$ cat config.mk
export PLATFORM = sky130hd
export DESIGN_NAME = hbcsp_port
export DESIGN_NICKNAME = d
export VERILOG_FILES = /design/src/common/hbcsp_pkg.sv /design/src/rtl/hbcsp_port.sv /design/src/rtl/hbcsp_sync.sv
export SDC_FILE = /design/constraint.sdc
export NUM_CORES = 1
export LEC_CHECK = 0
export BUFFER_PORTS_ARGS = -buffer_cell sky130_fd_sc_hd__buf_2
export CAP_MARGIN = 20
export CORE_MARGIN = 4
export CORE_UTILIZATION = 47
export CTS_CLUSTER_SIZE = 25
export DETAILED_ROUTE_END_ITERATION = 6
export PLACE_DENSITY = 0.83
export REMOVE_ABC_BUFFERS = 1
export SETUP_SLACK_MARGIN = 0.3
export SYNTH_ARGS = -nofsm -noshare
export SYNTH_HDL_FRONTEND = slang
export SYNTH_SLANG_ARGS = --single-unit
$ cat constraint.sdc
create_clock -name sys_clk -period 2.5 [get_ports sys_clk]
set_input_delay 0.375 -clock sys_clk [delete_from_list [all_inputs] [get_ports sys_clk]]
set_output_delay 0.375 -clock sys_clk [all_outputs]
set_load 0.02 [all_outputs]
$ cat src/common/hbcsp_pkg.sv
`default_nettype none
package hbcsp_pkg;

   // ----------------------------------------------------------------
   // Command/address byte layout
   // ----------------------------------------------------------------
   localparam int CMD_MSB = 7;
   localparam int CMD_LSB = 4;
   localparam int ADDR_MSB = 3;
   localparam int ADDR_LSB = 0;
   localparam int UNDEF_BIT = 3;

   // ----------------------------------------------------------------
   // Command codes
   // ----------------------------------------------------------------
   localparam logic [3:0] CMD_BYTE_READ = 4'h7;
   localparam logic [3:0] CMD_INT_UNMASK = 4'h6;
   localparam logic [3:0] CMD_INT_MASK = 4'h5;
   localparam logic [3:0] CMD_BEGIN_TRANS = 4'h4;
   localparam logic [3:0] CMD_IDENTITY_READ = 4'h3;
   localparam logic [3:0] CMD_BYTE_WRITE = 4'h2;
   localparam logic [3:0] CMD_STATUS_READ = 4'h1;
   localparam logic [3:0] CMD_RESET = 4'h0;

   // ----------------------------------------------------------------
   // Reset values and fixed bytes
   // ----------------------------------------------------------------
   localparam logic MASK_RST = 1'b1;
   localparam logic SELECT_RST = 1'b0;
   localparam logic FLAG_RST = 1'b0;
   localparam logic [7:0] DATA_RST = 8'h00;
   localparam logic [7:0] INVALID_FILL = 8'h00;
   // Identification byte; the value is arbitrary
   localparam logic [7:0] IDENTITY_BYTE = 8'h5a;

   // ----------------------------------------------------------------
   // Sync widths
   // ----------------------------------------------------------------
   localparam int PIN_W = 19;
   localparam int STRAP_W = 5;

   // ----------------------------------------------------------------
   // Types
   // ----------------------------------------------------------------
   // Controller state presented by the sequencer
   typedef struct packed {
      logic dir;
      logic busy;
      logic cmdData;
      logic message_phase;
      logic req;
      logic selftest;
   } hbcsp_seq_stat_t;

   // Interface status latch, bit 7 first
   typedef struct packed {
      logic dir;
      logic busy;
      logic cmdData;
      logic message_phase;
      logic req;
      logic invalid;
      logic parity;
      logic selftest;
   } hbcsp_status_t;

   // Interrupt response byte, bit 7 first
   typedef struct packed {
      logic dir;
      logic err;
      logic cmdData;
      logic message_phase;
      logic [3:0] unit;
   } hbcsp_resp_t;

   // Decoded bus phase from bits 7, 5 and 4
   typedef enum logic [2:0] {
      PH_NONE,
      PH_NEXT_CMD,
      PH_OUT_DATA,
      PH_IN_DATA,
      PH_COMPLETION,
      PH_MESSAGE
   } hbcsp_phase_t;

   // Data line driver state
   typedef enum logic [1:0] {
      DS_IDLE,
      DS_DRIVE,
      DS_RESP
   } hbcsp_state_t;

endpackage
`default_nettype wire

$ cat src/rtl/hbcsp_port.sv
`default_nettype none
// Function
// - Command in high nibble, address low
// - Only strobe one qualifies commands
// - Eight four-bit command codes decoded
// - Byte read drives controller byte out
// - Byte write takes host byte in
// - Unmask clears, mask sets; parity unmaskable
// - Mask set after power-up and reset
// - Begin sets select; controller clears it
// - Identity read returns fixed byte
// - Status read drives status latch
// - Reset reinitialises, no diagnostics, drives untouched
// - Bit 7 transfer direction, valid with request
// - Bit 6 busy acknowledges begin
// - Bit 5 command or data
// - Bit 4 message; ending byte then idle
// - Bit 3 byte request qualifies others
// - Bit 2 set on unrequested read/write
// - Parity error ignores command, flags, interrupts
// - Bit 0 self-test running or failed
// - Bits 7,5,4 decode bus phase
// - Response byte: address, error, phase bits
// - Acknowledge completion clears request and response
module hbcsp_port (
   // Clock and reset
   input wire logic sys_clk,
   input wire logic rstn,
   // Host command/address and strobes
   input wire logic [7:0] cmdAddrPin,
   input wire logic cmdParityPin,
   input wire logic strobe1Pin,
   input wire logic strobe2Pin,
   // Host data lines
   input wire logic [7:0] dataInPin,
   output logic [7:0] dataOut,
   output logic dataOe,
   // Host interrupt lines
   output logic intReqOut,
   input wire logic intAckPin,
   // Jumper straps
   input wire logic [3:0] unitAddrStrap,
   input wire logic parityDisableStrap,
   // Sequencer state and events
   input wire hbcsp_pkg::hbcsp_seq_stat_t seqStat,
   input wire logic [7:0] seqRdByte,
   input wire logic seqIntEvent,
   input wire logic seqSelClear,
   // Towards the sequencer
   output logic [7:0] wrByte,
   output logic wrStrobe,
   output logic rdStrobe,
   output logic selectLatch,
   output logic softReset,
   output logic intMasked,
   output logic endOfOp,
   output hbcsp_pkg::hbcsp_phase_t phase,
   output hbcsp_pkg::hbcsp_status_t statusLatch
);

   // ----------------------------------------------------------------
   // Pin synchronisation
   // ----------------------------------------------------------------
   logic [hbcsp_pkg::PIN_W-1:0] pinSync;
   logic [hbcsp_pkg::STRAP_W-1:0] strapSync;
   logic [7:0] cmdAddrS;
   logic [7:0] dataInS;
   logic parityS;
   logic strobeS;
   logic ackS;

   // Host pins arrive from outside the clock domain
   hbcsp_sync #(.W(hbcsp_pkg::PIN_W)) u_pin_sync (
      .sys_clk(sys_clk),
      .rstn(rstn),
      .d({cmdAddrPin, dataInPin, cmdParityPin, strobe1Pin, intAckPin}),
      .q(pinSync)
   );

   // Straps are static but still asynchronous to the clock
   hbcsp_sync #(.W(hbcsp_pkg::STRAP_W)) u_strap_sync (
      .sys_clk(sys_clk),
      .rstn(rstn),
      .d({unitAddrStrap, parityDisableStrap}),
      .q(strapSync)
   );

   // Split the synchronised pin vector
   assign cmdAddrS = pinSync[18:11];
   assign dataInS = pinSync[10:3];
   assign parityS = pinSync[2];
   assign strobeS = pinSync[1];
   assign ackS = pinSync[0];

   // ----------------------------------------------------------------
   // Strap capture and edge detection
   // ----------------------------------------------------------------
   logic [3:0] unitAddr_q;
   logic parityOff_q;
   logic strapDone_q;
   logic [1:0] settle_q;
   logic strobePrev_q;
   logic ackPrev_q;
   logic strobeRise;
   logic strobeFall;
   logic ackRise;
   logic ackFall;

   // Straps are caught once the synchroniser has settled after reset
   always_ff @(posedge sys_clk or negedge rstn) begin
      if (!rstn) begin
         unitAddr_q <= 4'h0;
         parityOff_q <= 1'b0;
         strapDone_q <= 1'b0;
      end else if (!strapDone_q && settle_q[1]) begin
         unitAddr_q <= strapSync[4:1];
         parityOff_q <= strapSync[0];
         strapDone_q <= 1'b1;
      end
   end

   // Previous levels for edge detection; settle marks two edges since reset
   always_ff @(posedge sys_clk or negedge rstn) begin
      if (!rstn) begin
         settle_q <= 2'h0;
         strobePrev_q <= 1'b0;
         ackPrev_q <= 1'b0;
      end else begin
         settle_q <= {settle_q[0], 1'b1};
         strobePrev_q <= strobeS;
         ackPrev_q <= ackS;
      end
   end

   // Strobe two is never looked at
   assign strobeRise = strobeS && !strobePrev_q && strapDone_q;
   assign strobeFall = !strobeS && strobePrev_q;
   assign ackRise = ackS && !ackPrev_q;
   assign ackFall = !ackS && ackPrev_q;

   // ----------------------------------------------------------------
   // Command decode
   // ----------------------------------------------------------------
   logic [3:0] cmdCode;
   logic addrHit;
   logic parityBad;
   logic cmdTake;
   logic isRead;
   logic isWrite;
   logic isReset;
   hbcsp_pkg::hbcsp_state_t state_q;

   // Code in the high nibble, unit address in the low nibble
   assign cmdCode = cmdAddrS[hbcsp_pkg::CMD_MSB:hbcsp_pkg::CMD_LSB];
   // Only our own jumper address is acted upon
   assign addrHit = cmdAddrS[hbcsp_pkg::ADDR_MSB:hbcsp_pkg::ADDR_LSB] == unitAddr_q;
   // Odd parity over command byte and parity line, any address
   assign parityBad = strobeRise && !parityOff_q && !(^{cmdAddrS, parityS});
   // Undefined codes with the top bit set fall out here
   assign cmdTake = strobeRise && !parityBad && addrHit
      && !cmdCode[hbcsp_pkg::UNDEF_BIT];
   assign isRead = cmdTake && cmdCode == hbcsp_pkg::CMD_BYTE_READ;
   assign isWrite = cmdTake && cmdCode == hbcsp_pkg::CMD_BYTE_WRITE;
   assign isReset = cmdTake && cmdCode == hbcsp_pkg::CMD_RESET;

   // ----------------------------------------------------------------
   // Interrupt mask
   // ----------------------------------------------------------------
   logic mask_q;

   // Mask comes up set at power-up and on the reset command
   always_ff @(posedge sys_clk or negedge rstn) begin
      if (!rstn) begin
         mask_q <= hbcsp_pkg::MASK_RST;
      end else if (isReset) begin
         mask_q <= hbcsp_pkg::MASK_RST;
      end else if (cmdTake && cmdCode == hbcsp_pkg::CMD_INT_UNMASK) begin
         mask_q <= 1'b0;
      end else if (cmdTake && cmdCode == hbcsp_pkg::CMD_INT_MASK) begin
         mask_q <= 1'b1;
      end
   end

   assign intMasked = mask_q;

   // ----------------------------------------------------------------
   // Select latch
   // ----------------------------------------------------------------
   logic select_q;

   // Begin sets the latch, sequencer clears it; the set wins
   always_ff @(posedge sys_clk or negedge rstn) begin
      if (!rstn) begin
         select_q <= hbcsp_pkg::SELECT_RST;
      end else if (isReset) begin
         select_q <= hbcsp_pkg::SELECT_RST;
      end else if (cmdTake && cmdCode == hbcsp_pkg::CMD_BEGIN_TRANS) begin
         select_q <= 1'b1;
      end else if (seqSelClear) begin
         select_q <= 1'b0;
      end
   end

   assign selectLatch = select_q;

   // ----------------------------------------------------------------
   // Sticky error flags
   // ----------------------------------------------------------------
   logic invalid_q;
   logic parity_q;
   logic invalidSet;
   logic statusRead;

   // Transfer commands without a pending byte request
   assign invalidSet = (isRead || isWrite) && !seqStat.req;
   assign statusRead = cmdTake && cmdCode == hbcsp_pkg::CMD_STATUS_READ;

   // Flags clear after a status read, a new error wins over the clear
   always_ff @(posedge sys_clk or negedge rstn) begin
      if (!rstn) begin
         invalid_q <= hbcsp_pkg::FLAG_RST;
         parity_q <= hbcsp_pkg::FLAG_RST;
      end else begin
         if (invalidSet) begin
            invalid_q <= 1'b1;
         end else if (statusRead || isReset) begin
            invalid_q <= 1'b0;
         end
         if (parityBad) begin
            parity_q <= 1'b1;
         end else if (statusRead || isReset) begin
            parity_q <= 1'b0;
         end
      end
   end

   // ----------------------------------------------------------------
   // Status latch and phase decode
   // ----------------------------------------------------------------
   hbcsp_pkg::hbcsp_status_t status;

   // Latch view: sequencer state plus local flags
   always_comb begin
      status.dir = seqStat.dir;
      status.busy = seqStat.busy;
      status.cmdData = seqStat.cmdData;
      status.message_phase = seqStat.message_phase;
      status.req = seqStat.req;
      status.invalid = invalid_q;
      status.parity = parity_q;
      status.selftest = seqStat.selftest;
   end

   assign statusLatch = status;

   // Phase bits only mean something while a byte is requested
   always_comb begin
      phase = hbcsp_pkg::PH_NONE;
      if (status.req) begin
         unique case ({status.dir, status.cmdData, status.message_phase})
            3'b010: phase = hbcsp_pkg::PH_NEXT_CMD;
            3'b000, 3'b001: phase = hbcsp_pkg::PH_OUT_DATA;
            3'b100, 3'b101: phase = hbcsp_pkg::PH_IN_DATA;
            3'b110: phase = hbcsp_pkg::PH_COMPLETION;
            3'b111: phase = hbcsp_pkg::PH_MESSAGE;
            3'b011: phase = hbcsp_pkg::PH_NONE;
         endcase
      end
   end

   // ----------------------------------------------------------------
   // Interrupt request
   // ----------------------------------------------------------------
   logic intPend_q;
   logic intSet;
   hbcsp_pkg::hbcsp_resp_t resp;

   // Mask blocks all sources except a parity error
   assign intSet = parityBad || (!mask_q && (seqIntEvent || invalidSet));

   // Acknowledge completion clears the request; a new event wins
   always_ff @(posedge sys_clk or negedge rstn) begin
      if (!rstn) begin
         intPend_q <= 1'b0;
      end else if (intSet) begin
         intPend_q <= 1'b1;
      end else if (isReset) begin
         intPend_q <= 1'b0;
      end else if (state_q == hbcsp_pkg::DS_RESP && ackFall) begin
         intPend_q <= 1'b0;
      end
   end

   assign intReqOut = intPend_q;

   // Response byte contents
   always_comb begin
      resp.dir = status.dir;
      resp.err = status.parity || status.invalid;
      resp.cmdData = status.cmdData;
      resp.message_phase = status.message_phase;
      resp.unit = unitAddr_q;
   end

   // ----------------------------------------------------------------
   // Data line driver
   // ----------------------------------------------------------------
   logic [7:0] dataOut_q;
   logic takeResp;
   logic driveCmd;

   // Acknowledge of a pending request outranks a same-cycle read
   assign takeResp = ackRise && intPend_q;
   assign driveCmd = cmdTake && (cmdCode == hbcsp_pkg::CMD_BYTE_READ
      || cmdCode == hbcsp_pkg::CMD_IDENTITY_READ
      || cmdCode == hbcsp_pkg::CMD_STATUS_READ);

   // Drive state: hold the byte while the strobe or acknowledge stands
   always_ff @(posedge sys_clk or negedge rstn) begin
      if (!rstn) begin
         state_q <= hbcsp_pkg::DS_IDLE;
      end else begin
         unique case (state_q)
            hbcsp_pkg::DS_IDLE: begin
               if (takeResp) begin
                  state_q <= hbcsp_pkg::DS_RESP;
               end else if (driveCmd) begin
                  state_q <= hbcsp_pkg::DS_DRIVE;
               end
            end
            hbcsp_pkg::DS_DRIVE: begin
               if (strobeFall) begin
                  state_q <= hbcsp_pkg::DS_IDLE;
               end
            end
            hbcsp_pkg::DS_RESP: begin
               if (ackFall) begin
                  state_q <= hbcsp_pkg::DS_IDLE;
               end
            end
            default: state_q <= hbcsp_pkg::DS_IDLE;
         endcase
      end
   end

   // Byte placed on the data lines
   always_ff @(posedge sys_clk or negedge rstn) begin
      if (!rstn) begin
         dataOut_q <= hbcsp_pkg::DATA_RST;
      end else if (state_q == hbcsp_pkg::DS_IDLE && takeResp) begin
         dataOut_q <= resp;
      end else if (state_q == hbcsp_pkg::DS_IDLE && driveCmd) begin
         unique case (cmdCode)
            hbcsp_pkg::CMD_BYTE_READ:
               dataOut_q <= seqStat.req ? seqRdByte : hbcsp_pkg::INVALID_FILL;
            hbcsp_pkg::CMD_IDENTITY_READ: dataOut_q <= hbcsp_pkg::IDENTITY_BYTE;
            default: dataOut_q <= status;
         endcase
      end else if (state_q == hbcsp_pkg::DS_RESP && ackFall) begin
         dataOut_q <= hbcsp_pkg::DATA_RST;
      end
   end

   assign dataOut = dataOut_q;
   assign dataOe = state_q != hbcsp_pkg::DS_IDLE;

   // ----------------------------------------------------------------
   // Sequencer handshakes
   // ----------------------------------------------------------------
   logic [7:0] wrByte_q;
   logic wrStrobe_q;
   logic rdStrobe_q;
   logic softReset_q;
   logic endOfOp_q;

   // Host byte taken into the controller when requested
   always_ff @(posedge sys_clk or negedge rstn) begin
      if (!rstn) begin
         wrByte_q <= hbcsp_pkg::DATA_RST;
      end else if (isWrite && seqStat.req) begin
         wrByte_q <= dataInS;
      end
   end

   // One-cycle pulses to the sequencer
   always_ff @(posedge sys_clk or negedge rstn) begin
      if (!rstn) begin
         wrStrobe_q <= 1'b0;
         rdStrobe_q <= 1'b0;
         softReset_q <= 1'b0;
         endOfOp_q <= 1'b0;
      end else begin
         wrStrobe_q <= isWrite && seqStat.req;
         rdStrobe_q <= isRead && seqStat.req && !takeResp;
         // Reinitialise only; no self-test, drives left alone
         softReset_q <= isReset;
         // Ending byte moved with message, request and direction set
         endOfOp_q <= isRead && !takeResp && seqStat.req && seqStat.message_phase && seqStat.dir;
      end
   end

   assign wrByte = wrByte_q;
   assign wrStrobe = wrStrobe_q;
   assign rdStrobe = rdStrobe_q;
   assign softReset = softReset_q;
   assign endOfOp = endOfOp_q;

endmodule
`default_nettype wire

$ cat src/rtl/hbcsp_sync.sv
`default_nettype none
module hbcsp_sync #(
   parameter int W = 1
) (
   // Clock and reset
   input wire logic sys_clk,
   input wire logic rstn,
   // Data
   input wire logic [W-1:0] d,
   output logic [W-1:0] q
);

   logic [W-1:0] meta_q;
   logic [W-1:0] sync_q;

   // Two-stage synchroniser, first stage read only by the second
   always_ff @(posedge sys_clk or negedge rstn) begin
      if (!rstn) begin
         meta_q <= '0;
         sync_q <= '0;
      end else begin
         meta_q <= d;
         sync_q <= meta_q;
      end
   end

   assign q = sync_q;

endmodule
`default_nettype wire
==> Word-level counts from Yosys, hierarchy flattened <==
Memories as Yosys holds them, arrays and structs flattened.
Index checks and enable logic that the tools add are counted.
{ "classes": {"eq_ne": 13, "n_mux": 23, "reduce_logical": 62} }
{ "op_table": {"columns": ["op", "n"], "rows": [
  ["$logic_and A1 B1 Y1", 32],
  ["$mux W8", 4],
  ["$eq A4 B3 Y1 const B", 4],
  ["$pmux W8 S2", 1],
  ["$logic_not A1 Y1", 12],
  ["$mux W1", 12],
  ["$reduce_bool A3 Y1", 4],
  ["$reduce_xor A9 Y1", 1],
  ["$eq A4 B2 Y1 const B", 2],
  ["$mux W2", 4],
  ["$logic_or A1 B1 Y1", 7],
  ["$pmux W2 S3", 1],
  ["$reduce_bool A2 Y1", 3],
  ["$eq A4 B1 Y1 const B", 1],
  ["$eq A4 B4 Y1", 1],
  ["$logic_not A4 Y1", 1],
  ["$ne A2 B2 Y1 const B", 2],
  ["$mux W3", 1],
  ["$ne A3 B3 Y1 const B", 1],
  ["$reduce_and A3 Y1", 1],
  ["$eq A2 B1 Y1 const B", 1],
  ["$eq A2 B2 Y1 const B", 1],
  ["$logic_not A2 Y1", 1]
]} }
{ "word_totals": {"register_bits": 85, "romBits": 24, "inputBits": 43, "out_inout_bits": 35, "word_cells": 121, "n_memories": 1} }
{ "memory_table": {"columns": ["name", "depth", "width", "rd", "rd_ports_with_merged_regs", "write_ports", "line_no", "text"], "rows": [
  ["(no name shown)", 8, 3, 1, 0, 0, "hbcsp_port.sv:260", "unique case ({status.dir, status.cmdData, status.message_phase})"]
]} }

==> Logic depth before layout (Yosys ltp) <==
Gate-level depths: netlist of the first run.
{ "depth": {"word_depth": 16, "mapped_depth": 7, "depth_no_buf": 5} }

==> Modules after synthesis <==
From an unflattened synthesis of the first run, not the netlist that was laid out.
{ "unflattened": {"cells_unflattened": 227, "area_unflattened_um2": 3148.0} }
{ "by_module_without_submodules": {"columns": ["mod", "instances", "cells_each", "area_per_inst_um2", "seq_area_each_um2"], "rows": [
  ["hbcsp_port", 1, 179, 1946.9, 927.1],
  ["hbcsp_sync at u_pin_sync", 1, 38, 950.9, 950.9],
  ["hbcsp_sync at u_strap_sync", 1, 10, 250.2, 250.2]
]} }

==> Worst setup path before layout of the first run <==
OpenSTA, ideal clock, no wires.
{ "synth_path": {"path_kind": "reg-to-reg", "start": "register u_pin_sync.sync_q[16], in the netlist u_pin_sync.q[16]", "end": "register wrByte_q[0], in the netlist wrByte[0]", "setup_time_ns": 0.125, "t_arrival_ns": 2.343, "required_time_ns": 2.375, "path_slack_ns": 0.032, "path_stages_with_launch": 8, "path_buffers": 2, "period_less_slack_ns": 2.468, "path_cell_list": "dfrtp_1 buf_2 xnor2_1 xnor3_1 mux2_4 or4_4 buf_6 mux2_4"} }
{ "synth_between": {"elab_chain_cells": 9, "elab_cells_between_ends": 10, "cone_classes": "1 x eq/ne; 9 x reduce/logical"} }
{ "synth_lines": {"columns": ["item", "line_no", "text"], "rows": [
  ["start, declared", "hbcsp_sync.sv:14", "logic [W-1:0] sync_q;"],
  ["start signal, assigned", "hbcsp_sync.sv:23", "sync_q <= meta_q;"],
  ["$reduce_xor A9 Y1", "hbcsp_port.sv:158", "assign parityBad = strobeRise && !parityOff_q && !(^{cmdAddrS, parityS});"],
  ["$logic_not A1 Y1", "hbcsp_port.sv:158", null],
  ["$logic_and A1 B1 Y1", "hbcsp_port.sv:158", null],
  ["$logic_not A1 Y1", "hbcsp_port.sv:160", "assign cmdTake = strobeRise && !parityBad && addrHit"],
  ["$logic_and A1 B1 Y1 (2 in a row)", "hbcsp_port.sv:160", null],
  ["$logic_and A1 B1 Y1", "hbcsp_port.sv:161", "&& !cmdCode[hbcsp_pkg::UNDEF_BIT];"],
  ["$logic_and A1 B1 Y1 (*)", "hbcsp_port.sv:163", "assign isWrite = cmdTake && cmdCode == hbcsp_pkg::CMD_BYTE_WRITE;"],
  ["$logic_and A1 B1 Y1 (*)", "hbcsp_port.sv:380", "end else if (isWrite && seqStat.req) begin"],
  ["end signal, assigned", "hbcsp_port.sv:379", "wrByte_q <= hbcsp_pkg::DATA_RST;"],
  ["end signal, assigned", "hbcsp_port.sv:381", "wrByte_q <= dataInS;"],
  ["end, declared", "hbcsp_port.sv:370", "logic [7:0] wrByte_q;"]
]} }
Every way passes the cells marked *; elsewhere a longest branch is shown, timed or not.
A chain may end at the register's enable or synchronous reset.

==> Final worst setup path of the first run <==
{ "layout_path": {"start": "register u_pin_sync.sync_q[12], in the netlist u_pin_sync.q[12]", "end": "register wrByte_q[7], in the netlist wrByte[7]"} }
{ "layout_between": {"elab_chain_cells": 9, "elab_cells_between_ends": 10, "cone_classes": "1 x eq/ne; 9 x reduce/logical"} }
{ "layout_lines": {"columns": ["item", "line_no"], "rows": [
  ["$reduce_xor A9 Y1", "hbcsp_port.sv:158"],
  ["$logic_not A1 Y1", "hbcsp_port.sv:158"],
  ["$logic_and A1 B1 Y1", "hbcsp_port.sv:158"],
  ["$logic_not A1 Y1", "hbcsp_port.sv:160"],
  ["$logic_and A1 B1 Y1", "hbcsp_port.sv:160"],
  ["$logic_and A1 B1 Y1 (*)", "hbcsp_port.sv:160"],
  ["$logic_and A1 B1 Y1 (*)", "hbcsp_port.sv:161"],
  ["$logic_and A1 B1 Y1 (*)", "hbcsp_port.sv:163"],
  ["$logic_and A1 B1 Y1 (*)", "hbcsp_port.sv:380"]
]} }
Marks and branches as above.

==> results.tsv, run 1 <==
metric	value	unit
status	complete, no violations	
GRT Max-Usage Layer	met2	
CTS Root Cell	clkbuf_8	
Via density	5.16	
clock power share	31.9	%
ant diodes	0	
total grt overflow	0	
Static Leak	1.88	nW
Setup crit end kind	register	
post-synth top area share	66.3	%
first-pass GRT wire length	10.3	mm
Setup Skew	0.0114	ns
initial core utilization	49.1	%
cell repeated most along the worst path	mux2_4	
clk_lat worst skew	0.35	ns
worst slew pin tran	0.651	ns
Reg area	2130	sq um
worst path cell trace	xnor2_1, xnor3_1, mux2_4, or4_4, mux2_4	
area of the multi-input gates	945	sq um
area leader, netlist	dfrtp_1	
Hold Vio Cnt, Final	0	
Ports	78	
GR met1 Demand/Resource	20.1	%
Pwr Total	2.74	mW
placed insts	383	
post-synthesis mux area share	6.67	%
Slowest-stage cell, CP	or4_4	
PnR worst setup slack	0.159	ns
hold slack	0.122	ns
wire per inst	14.8	um
Worst-path clk slew	0.09	ns
drt drc	0	
I/O Buffers	76	
largest net degree at the start of global routing	50	
Synth Area in Compound Gates	8.80	%
most common cell after layout, fill and taps aside	dfrtp_1	
relative slew slack	56.3	%
Fmax	427	MHz
Post-DP Area	3620	sq um
Top FF cell, synth	dfrtp_1	
fin crit share	93.6	%
sequential share of the synthesized area	67.2	%
Yosys reg bits	85	
power per cell area	711	nW/um^2
YS warnings	0	
nets	365	
drt total wl	5.99	mm
die height	90.1	um
Tmin final	2.34	ns
syn avg cell area	13.3	sq um
Netlist cell types	44	
share of cells above drive strength 1	38.5	%
Int Power	1.99	mW
CTS tree	done	
post-synthesis simple-gate area fraction	10.1	%
asr flop ratio synth	100	%
Cells after Synth	238	
Worst path depth	5	
main combinational cell family by area after synthesis	simple AND/OR/NAND/NOR gates	
core area	6460	sq um
Post-Layout Cell Count	404	
Synth Area in XOR/XNOR	3.63	%
die width	90.1	um
number of clock sinks	85	
Core Rows	29	
Comb power frac	13.5	%
H-Tree Depth	3	
gr usage total	15.9	%
Antenna Nets Post-Route	0	
unrepaired setup endpoints after global routing	yes	
CP Class	reg -> reg	
Req. time, crit path	2.74	ns
Synth Area in Adders	0	%
Final Slew Violations	0	
synth top area cells	dfrtp_1 66%, mux2_4 4.3%, o211ai_1 3.8%, a21oi_1 2.5%, nand2_1 2.3%	
FF-to-FF path depth	5	
Initial DRC Count	163	
vias in the first global route	2153	
Critical Path Max Stage Delay	0.54	ns
Post-Syn Area	3170	sq um
area delta synth->final	21.6	%
initial antenna violation count	0	
family with the most delay on the worst path	multiplexers	
fin area	3850	sq um
dpl hpwl	4.27	mm
WHS Path Cells	1	
via count	2084	
Seq pwr share	54.6	%
Worst VDD drop	0.000544	V
Placer Congestion	0.885	
die area	8120	sq um
Max-Cap Viols	0	
drt first pass iters	4	
GRT met3 Usage	6.34	%
Final setup viols	0	
WP buf/inv	0	
startpoint types	register	
Sw Share	27.5	%
worst hold-check path type	in -> reg	
most frequent cells in the layout	84 x dfrtp_1, 75 x buf_2, 19 x nand2_1	
FILL cells	522	
Crit Path Max Fanout	8	
CTS max path bufs	2	
Post-synth EDFFs	0	
P_sw	0.755	mW
total CTS buffers	9	
routing usage on met2	25.3	%
pre-CTS WS	0.00401	ns
Arrival @ worst endpoint	2.58	ns
==> what timing repair did <==
| item | in CTS | in global routing |
|---|---|---|
| endpoints found under the setup margin | 9 | 18 |
| buffers inserted | 2 | 2 |
| gates resized for setup | 1 | 2 |
| endpoints found under the hold margin | 35 | 0 |
| pin swaps | 2 | 1 |
| hold buffers | 1 | 0 |
==> power by group through the flow <==
stage / registers [mW] / logic, mW / clock network [mW]
after floorplan: 1.55 / 0.153 / 0
final: 1.50 / 0.371 / 0.874
after global placement: 1.52 / 0.337 / 0
after detailed placement: 1.53 / 0.347 / 0
after global routing: 1.51 / 0.408 / 0.970
after CTS: 1.50 / 0.359 / 0.894
==> worst register-to-register path, delay by kind of cell (launching register included) <==
| family | cells | cell delay [ns] |
|---|---|---|
| and+or+nand+nor | 1 | 0.54 |
| xor gates and xnor gates | 2 | 0.62 |
| DFF | 1 | 0.41 |
| muxes | 2 | 0.66 |
==> sequential cells by signal, summed over array words and instances, names as in the netlist, 4 cells and up <==
signal	flops
unitAddr_q	4
u_strap_sync.q	5
dataOut	8
wrByte	8
u_strap_sync.meta_q	5
u_pin_sync.q	19
u_pin_sync.meta_q	19
==> cell type report <==
class / instances / share of cell area [%]
flip-flops and latches: 85 / 55.2
repair buffers: 88 / 12.7
multi-input cells: 134 / 24.5
clock inverters: 7 / 1.49
clock buffers: 9 / 3.21
inverters: 4 / 0.390
well taps: 77 / 2.50
==> routing by layer <==
layer / vias up / part of all wire [%]
li1: 988 / -
met1: 1005 / 43
met2: 81 / 50
met3: 10 / 6.9
met4: 0 / 0.62
met5: - / 0
==> per-stage QoR <==
step / TNS, ns / utilization [%]
final: 0 / 59.7
after global placement: 0 / 56.0
after floorplan: -0.742 / -
after CTS: 0 / 59.3
after global routing: 0 / 59.7
after detailed placement: 0 / 56.0
==> path summary, 6_finish.rpt <==
check                                        to                  from  slack [ns]
hold / removal             u_pin_sync.meta_q[8]          dataInPin[5]        0.12
min in group asynchronous             wrByte[2]                  rstn        0.51
hold reg to reg                 u_pin_sync.q[2]  u_pin_sync.meta_q[2]        0.35
setup reg to reg                      wrByte[7]      u_pin_sync.q[12]        0.16
max in group asynchronous            dataOut[6]                  rstn        1.39
setup / recovery                      wrByte[7]      u_pin_sync.q[12]        0.16
==> synthesized netlist by cell type, drive strengths merged (2+ instances only) <==
cell type  count
or2            3
inv            4
xnor3          2
nand4          2
nand2         19
nor2b          4
o21ai          3
nor2          13
nand3          5
clkbuf         4
dfrtp         84
a21oi         16
nand2b         4
o211ai        16
mux2i          2
mux2          14
nor3           3
xnor2          7
buf           11
a31oi          3
==> cells by family after synthesis <==
family / after synthesis
flops: 85
simple gates: 63
compound gates: 44
buf+inv: 19
mux: 16
xor+xnor: 10
other cells: 1
No activity file was read; power rests on OpenSTA's default activity.
==> run 2: changes to the inputs <==
CORE_UTILIZATION = 49   (was 47)
CTS_BUF_LIST = sky130_fd_sc_hd__clkbuf_8   (was not set)
PLACE_DENSITY = 0.85   (was 0.83)
==> results.tsv, run 2 (synthesized netlist as in run 1, its figures left out) <==
metric	value	unit
initial core utilization	50.2	%
CP Class	reg -> reg	
worst slew pin tran	0.578	ns
Core Rows	29	
initial antenna violation count	0	
drt first pass iters	4	
gr usage total	17.0	%
Slowest-stage cell, CP	or4_4	
clk_lat worst skew	0.34	ns
startpoint types	register	
number of clock sinks	85	
I/O Buffers	76	
power per cell area	740	nW/um^2
Initial DRC Count	109	
Worst VDD drop	0.000755	V
relative slew slack	61.2	%
drt total wl	6.19	mm
Req. time, crit path	2.73	ns
CTS tree	done	
Pwr Total	2.87	mW
Worst R2R End	wrByte[5]	
Ports	78	
Hold Vio Cnt, Final	0	
first-pass GRT wire length	9.89	mm
Placer Congestion	0.869	
Int Power	2.19	mW
die height	88.4	um
Worst path depth	5	
RR Startpoint	unitAddr_q[2]	
die area	7820	sq um
placed insts	384	
Post-DP Area	3630	sq um
fin crit share	93.5	%
worst hold-check path type	in -> async	
Fmax	428	MHz
P_sw	0.687	mW
Sw Share	23.9	%
Final Slew Violations	0	
CTS Root Cell	clkbuf_8	
Post-Layout Cell Count	402	
dpl hpwl	4.42	mm
share of cells above drive strength 1	38.5	%
most frequent cells in the layout	84 x dfrtp_1, 75 x buf_2, 19 x nand2_1	
total CTS buffers	9	
most common cell after layout, fill and taps aside	dfrtp_1	
PnR worst setup slack	0.162	ns
Comb power frac	12.5	%
Arrival @ worst endpoint	2.57	ns
pre-CTS WS	-0.00610	ns
Static Leak	1.91	nW
R2R Setup Slk	0.16	ns
wire per inst	15.4	um
die width	88.4	um
Via density	5.25	
Setup crit end kind	register	
total grt overflow	0	
core area	6310	sq um
vias in the first global route	2161	
Antenna Nets Post-Route	0	
worst path cell trace	xnor2_1, nand3_1, or3_1, or4_4, mux2_4	
via count	2112	
Final setup viols	0	
family with the most delay on the worst path	simple AND/OR/NAND/NOR gates	
largest net degree at the start of global routing	46	
Seq pwr share	52.2	%
Worst-path clk slew	0.08	ns
unrepaired setup endpoints after global routing	yes	
Tmin final	2.34	ns
H-Tree Depth	3	
clock power share	35.3	%
CTS max path bufs	2	
nets	364	
worst setup path start	unitAddr_q[2]	
WP buf/inv	0	
area delta synth->final	22.6	%
drt drc	0	
Max-Cap Viols	0	
FILL cells	499	
status	complete, no violations	
fin area	3880	sq um
Setup Skew	0.00975	ns
ant diodes	0	
Crit Path Max Fanout	8	
Critical Path Max Stage Delay	0.66	ns
FF-to-FF path depth	5	
Setup crit end	wrByte[5]	
sum of negative setup slack	0	ns
==> run 2: cell count changes in the layout (fill, tap and decap cells not counted), sizes merged <==
cell | previous run | this run
inv | 6 | 5
dlygate4sd3 | 1 | 0
clkbuf | 9 | 10
clkinv | 2 | 1
clkinvlp | 3 | 1
bufinv | 0 | 2
==> run 2: through the flow <==
stage,hold WS [ns],utilization (%)
global route,0.0468,61.5
finish,0.0150,61.5
detailed placement,0.335,57.4
CTS,0.0260,61.1
global placement,0.332,57.4
floorplan,0.0794,-
==> run 2: power by group through the flow <==
stage	Combinational (mW)	Sequential, mW	Clock (mW)
floorplan	0.153	1.55	0
global placement	0.338	1.52	0
detailed placement	0.347	1.53	0
CTS	0.358	1.50	1.03
global route	0.398	1.51	1.10
finish	0.360	1.50	1.01
==> run 2: per-layer routing <==
| metal | GRT usage [%] | wire, um | part of all wire, % |
|---|---|---|---|
| met4 | 8.24 | 150 | 2.4 |
| met3 | 4.19 | 442 | 7.1 |
| met1 | 19.5 | 2370 | 38 |
| met5 | 0 | 0 | 0 |
| met2 | 29.9 | 3230 | 52 |
==> run 2: final cells by class <==
class / instances / area, sq um / share of cell area [%]
clock inverter: 5 / 76.3 / 1.96
sequential: 85 / 2130 / 54.8
timing repair buffer: 87 / 478 / 12.3
tap: 77 / 96.3 / 2.48
clock buffer: 10 / 138 / 3.54
inverter: 4 / 15.0 / 0.386
multi-input combinational: 134 / 953 / 24.5
==> run 2: worst min path at each step <==
stage	slack [ns]	end	cells past startpoint
floorplan	0.08	ackPrev_q	0
global placement	0.33	u_pin_sync.q[4]	0
detailed placement	0.33	u_pin_sync.q[10]	0
CTS	0.03	u_pin_sync.meta_q[8]	1
global route	0.05	u_pin_sync.q[5]	1
finish	0.01	u_pin_sync.meta_q[7]	1
==> run 2: repair_timing <==
| action | CTS | global route |
|---|---|---|
| resized for setup | 0 | 4 |
| hold buffers | 0 | 0 |
| setup endpoints to repair | 9 | 19 |
| cloned | 0 | 0 |
| pin swaps | 2 | 1 |
| setup buffers | 2 | 1 |
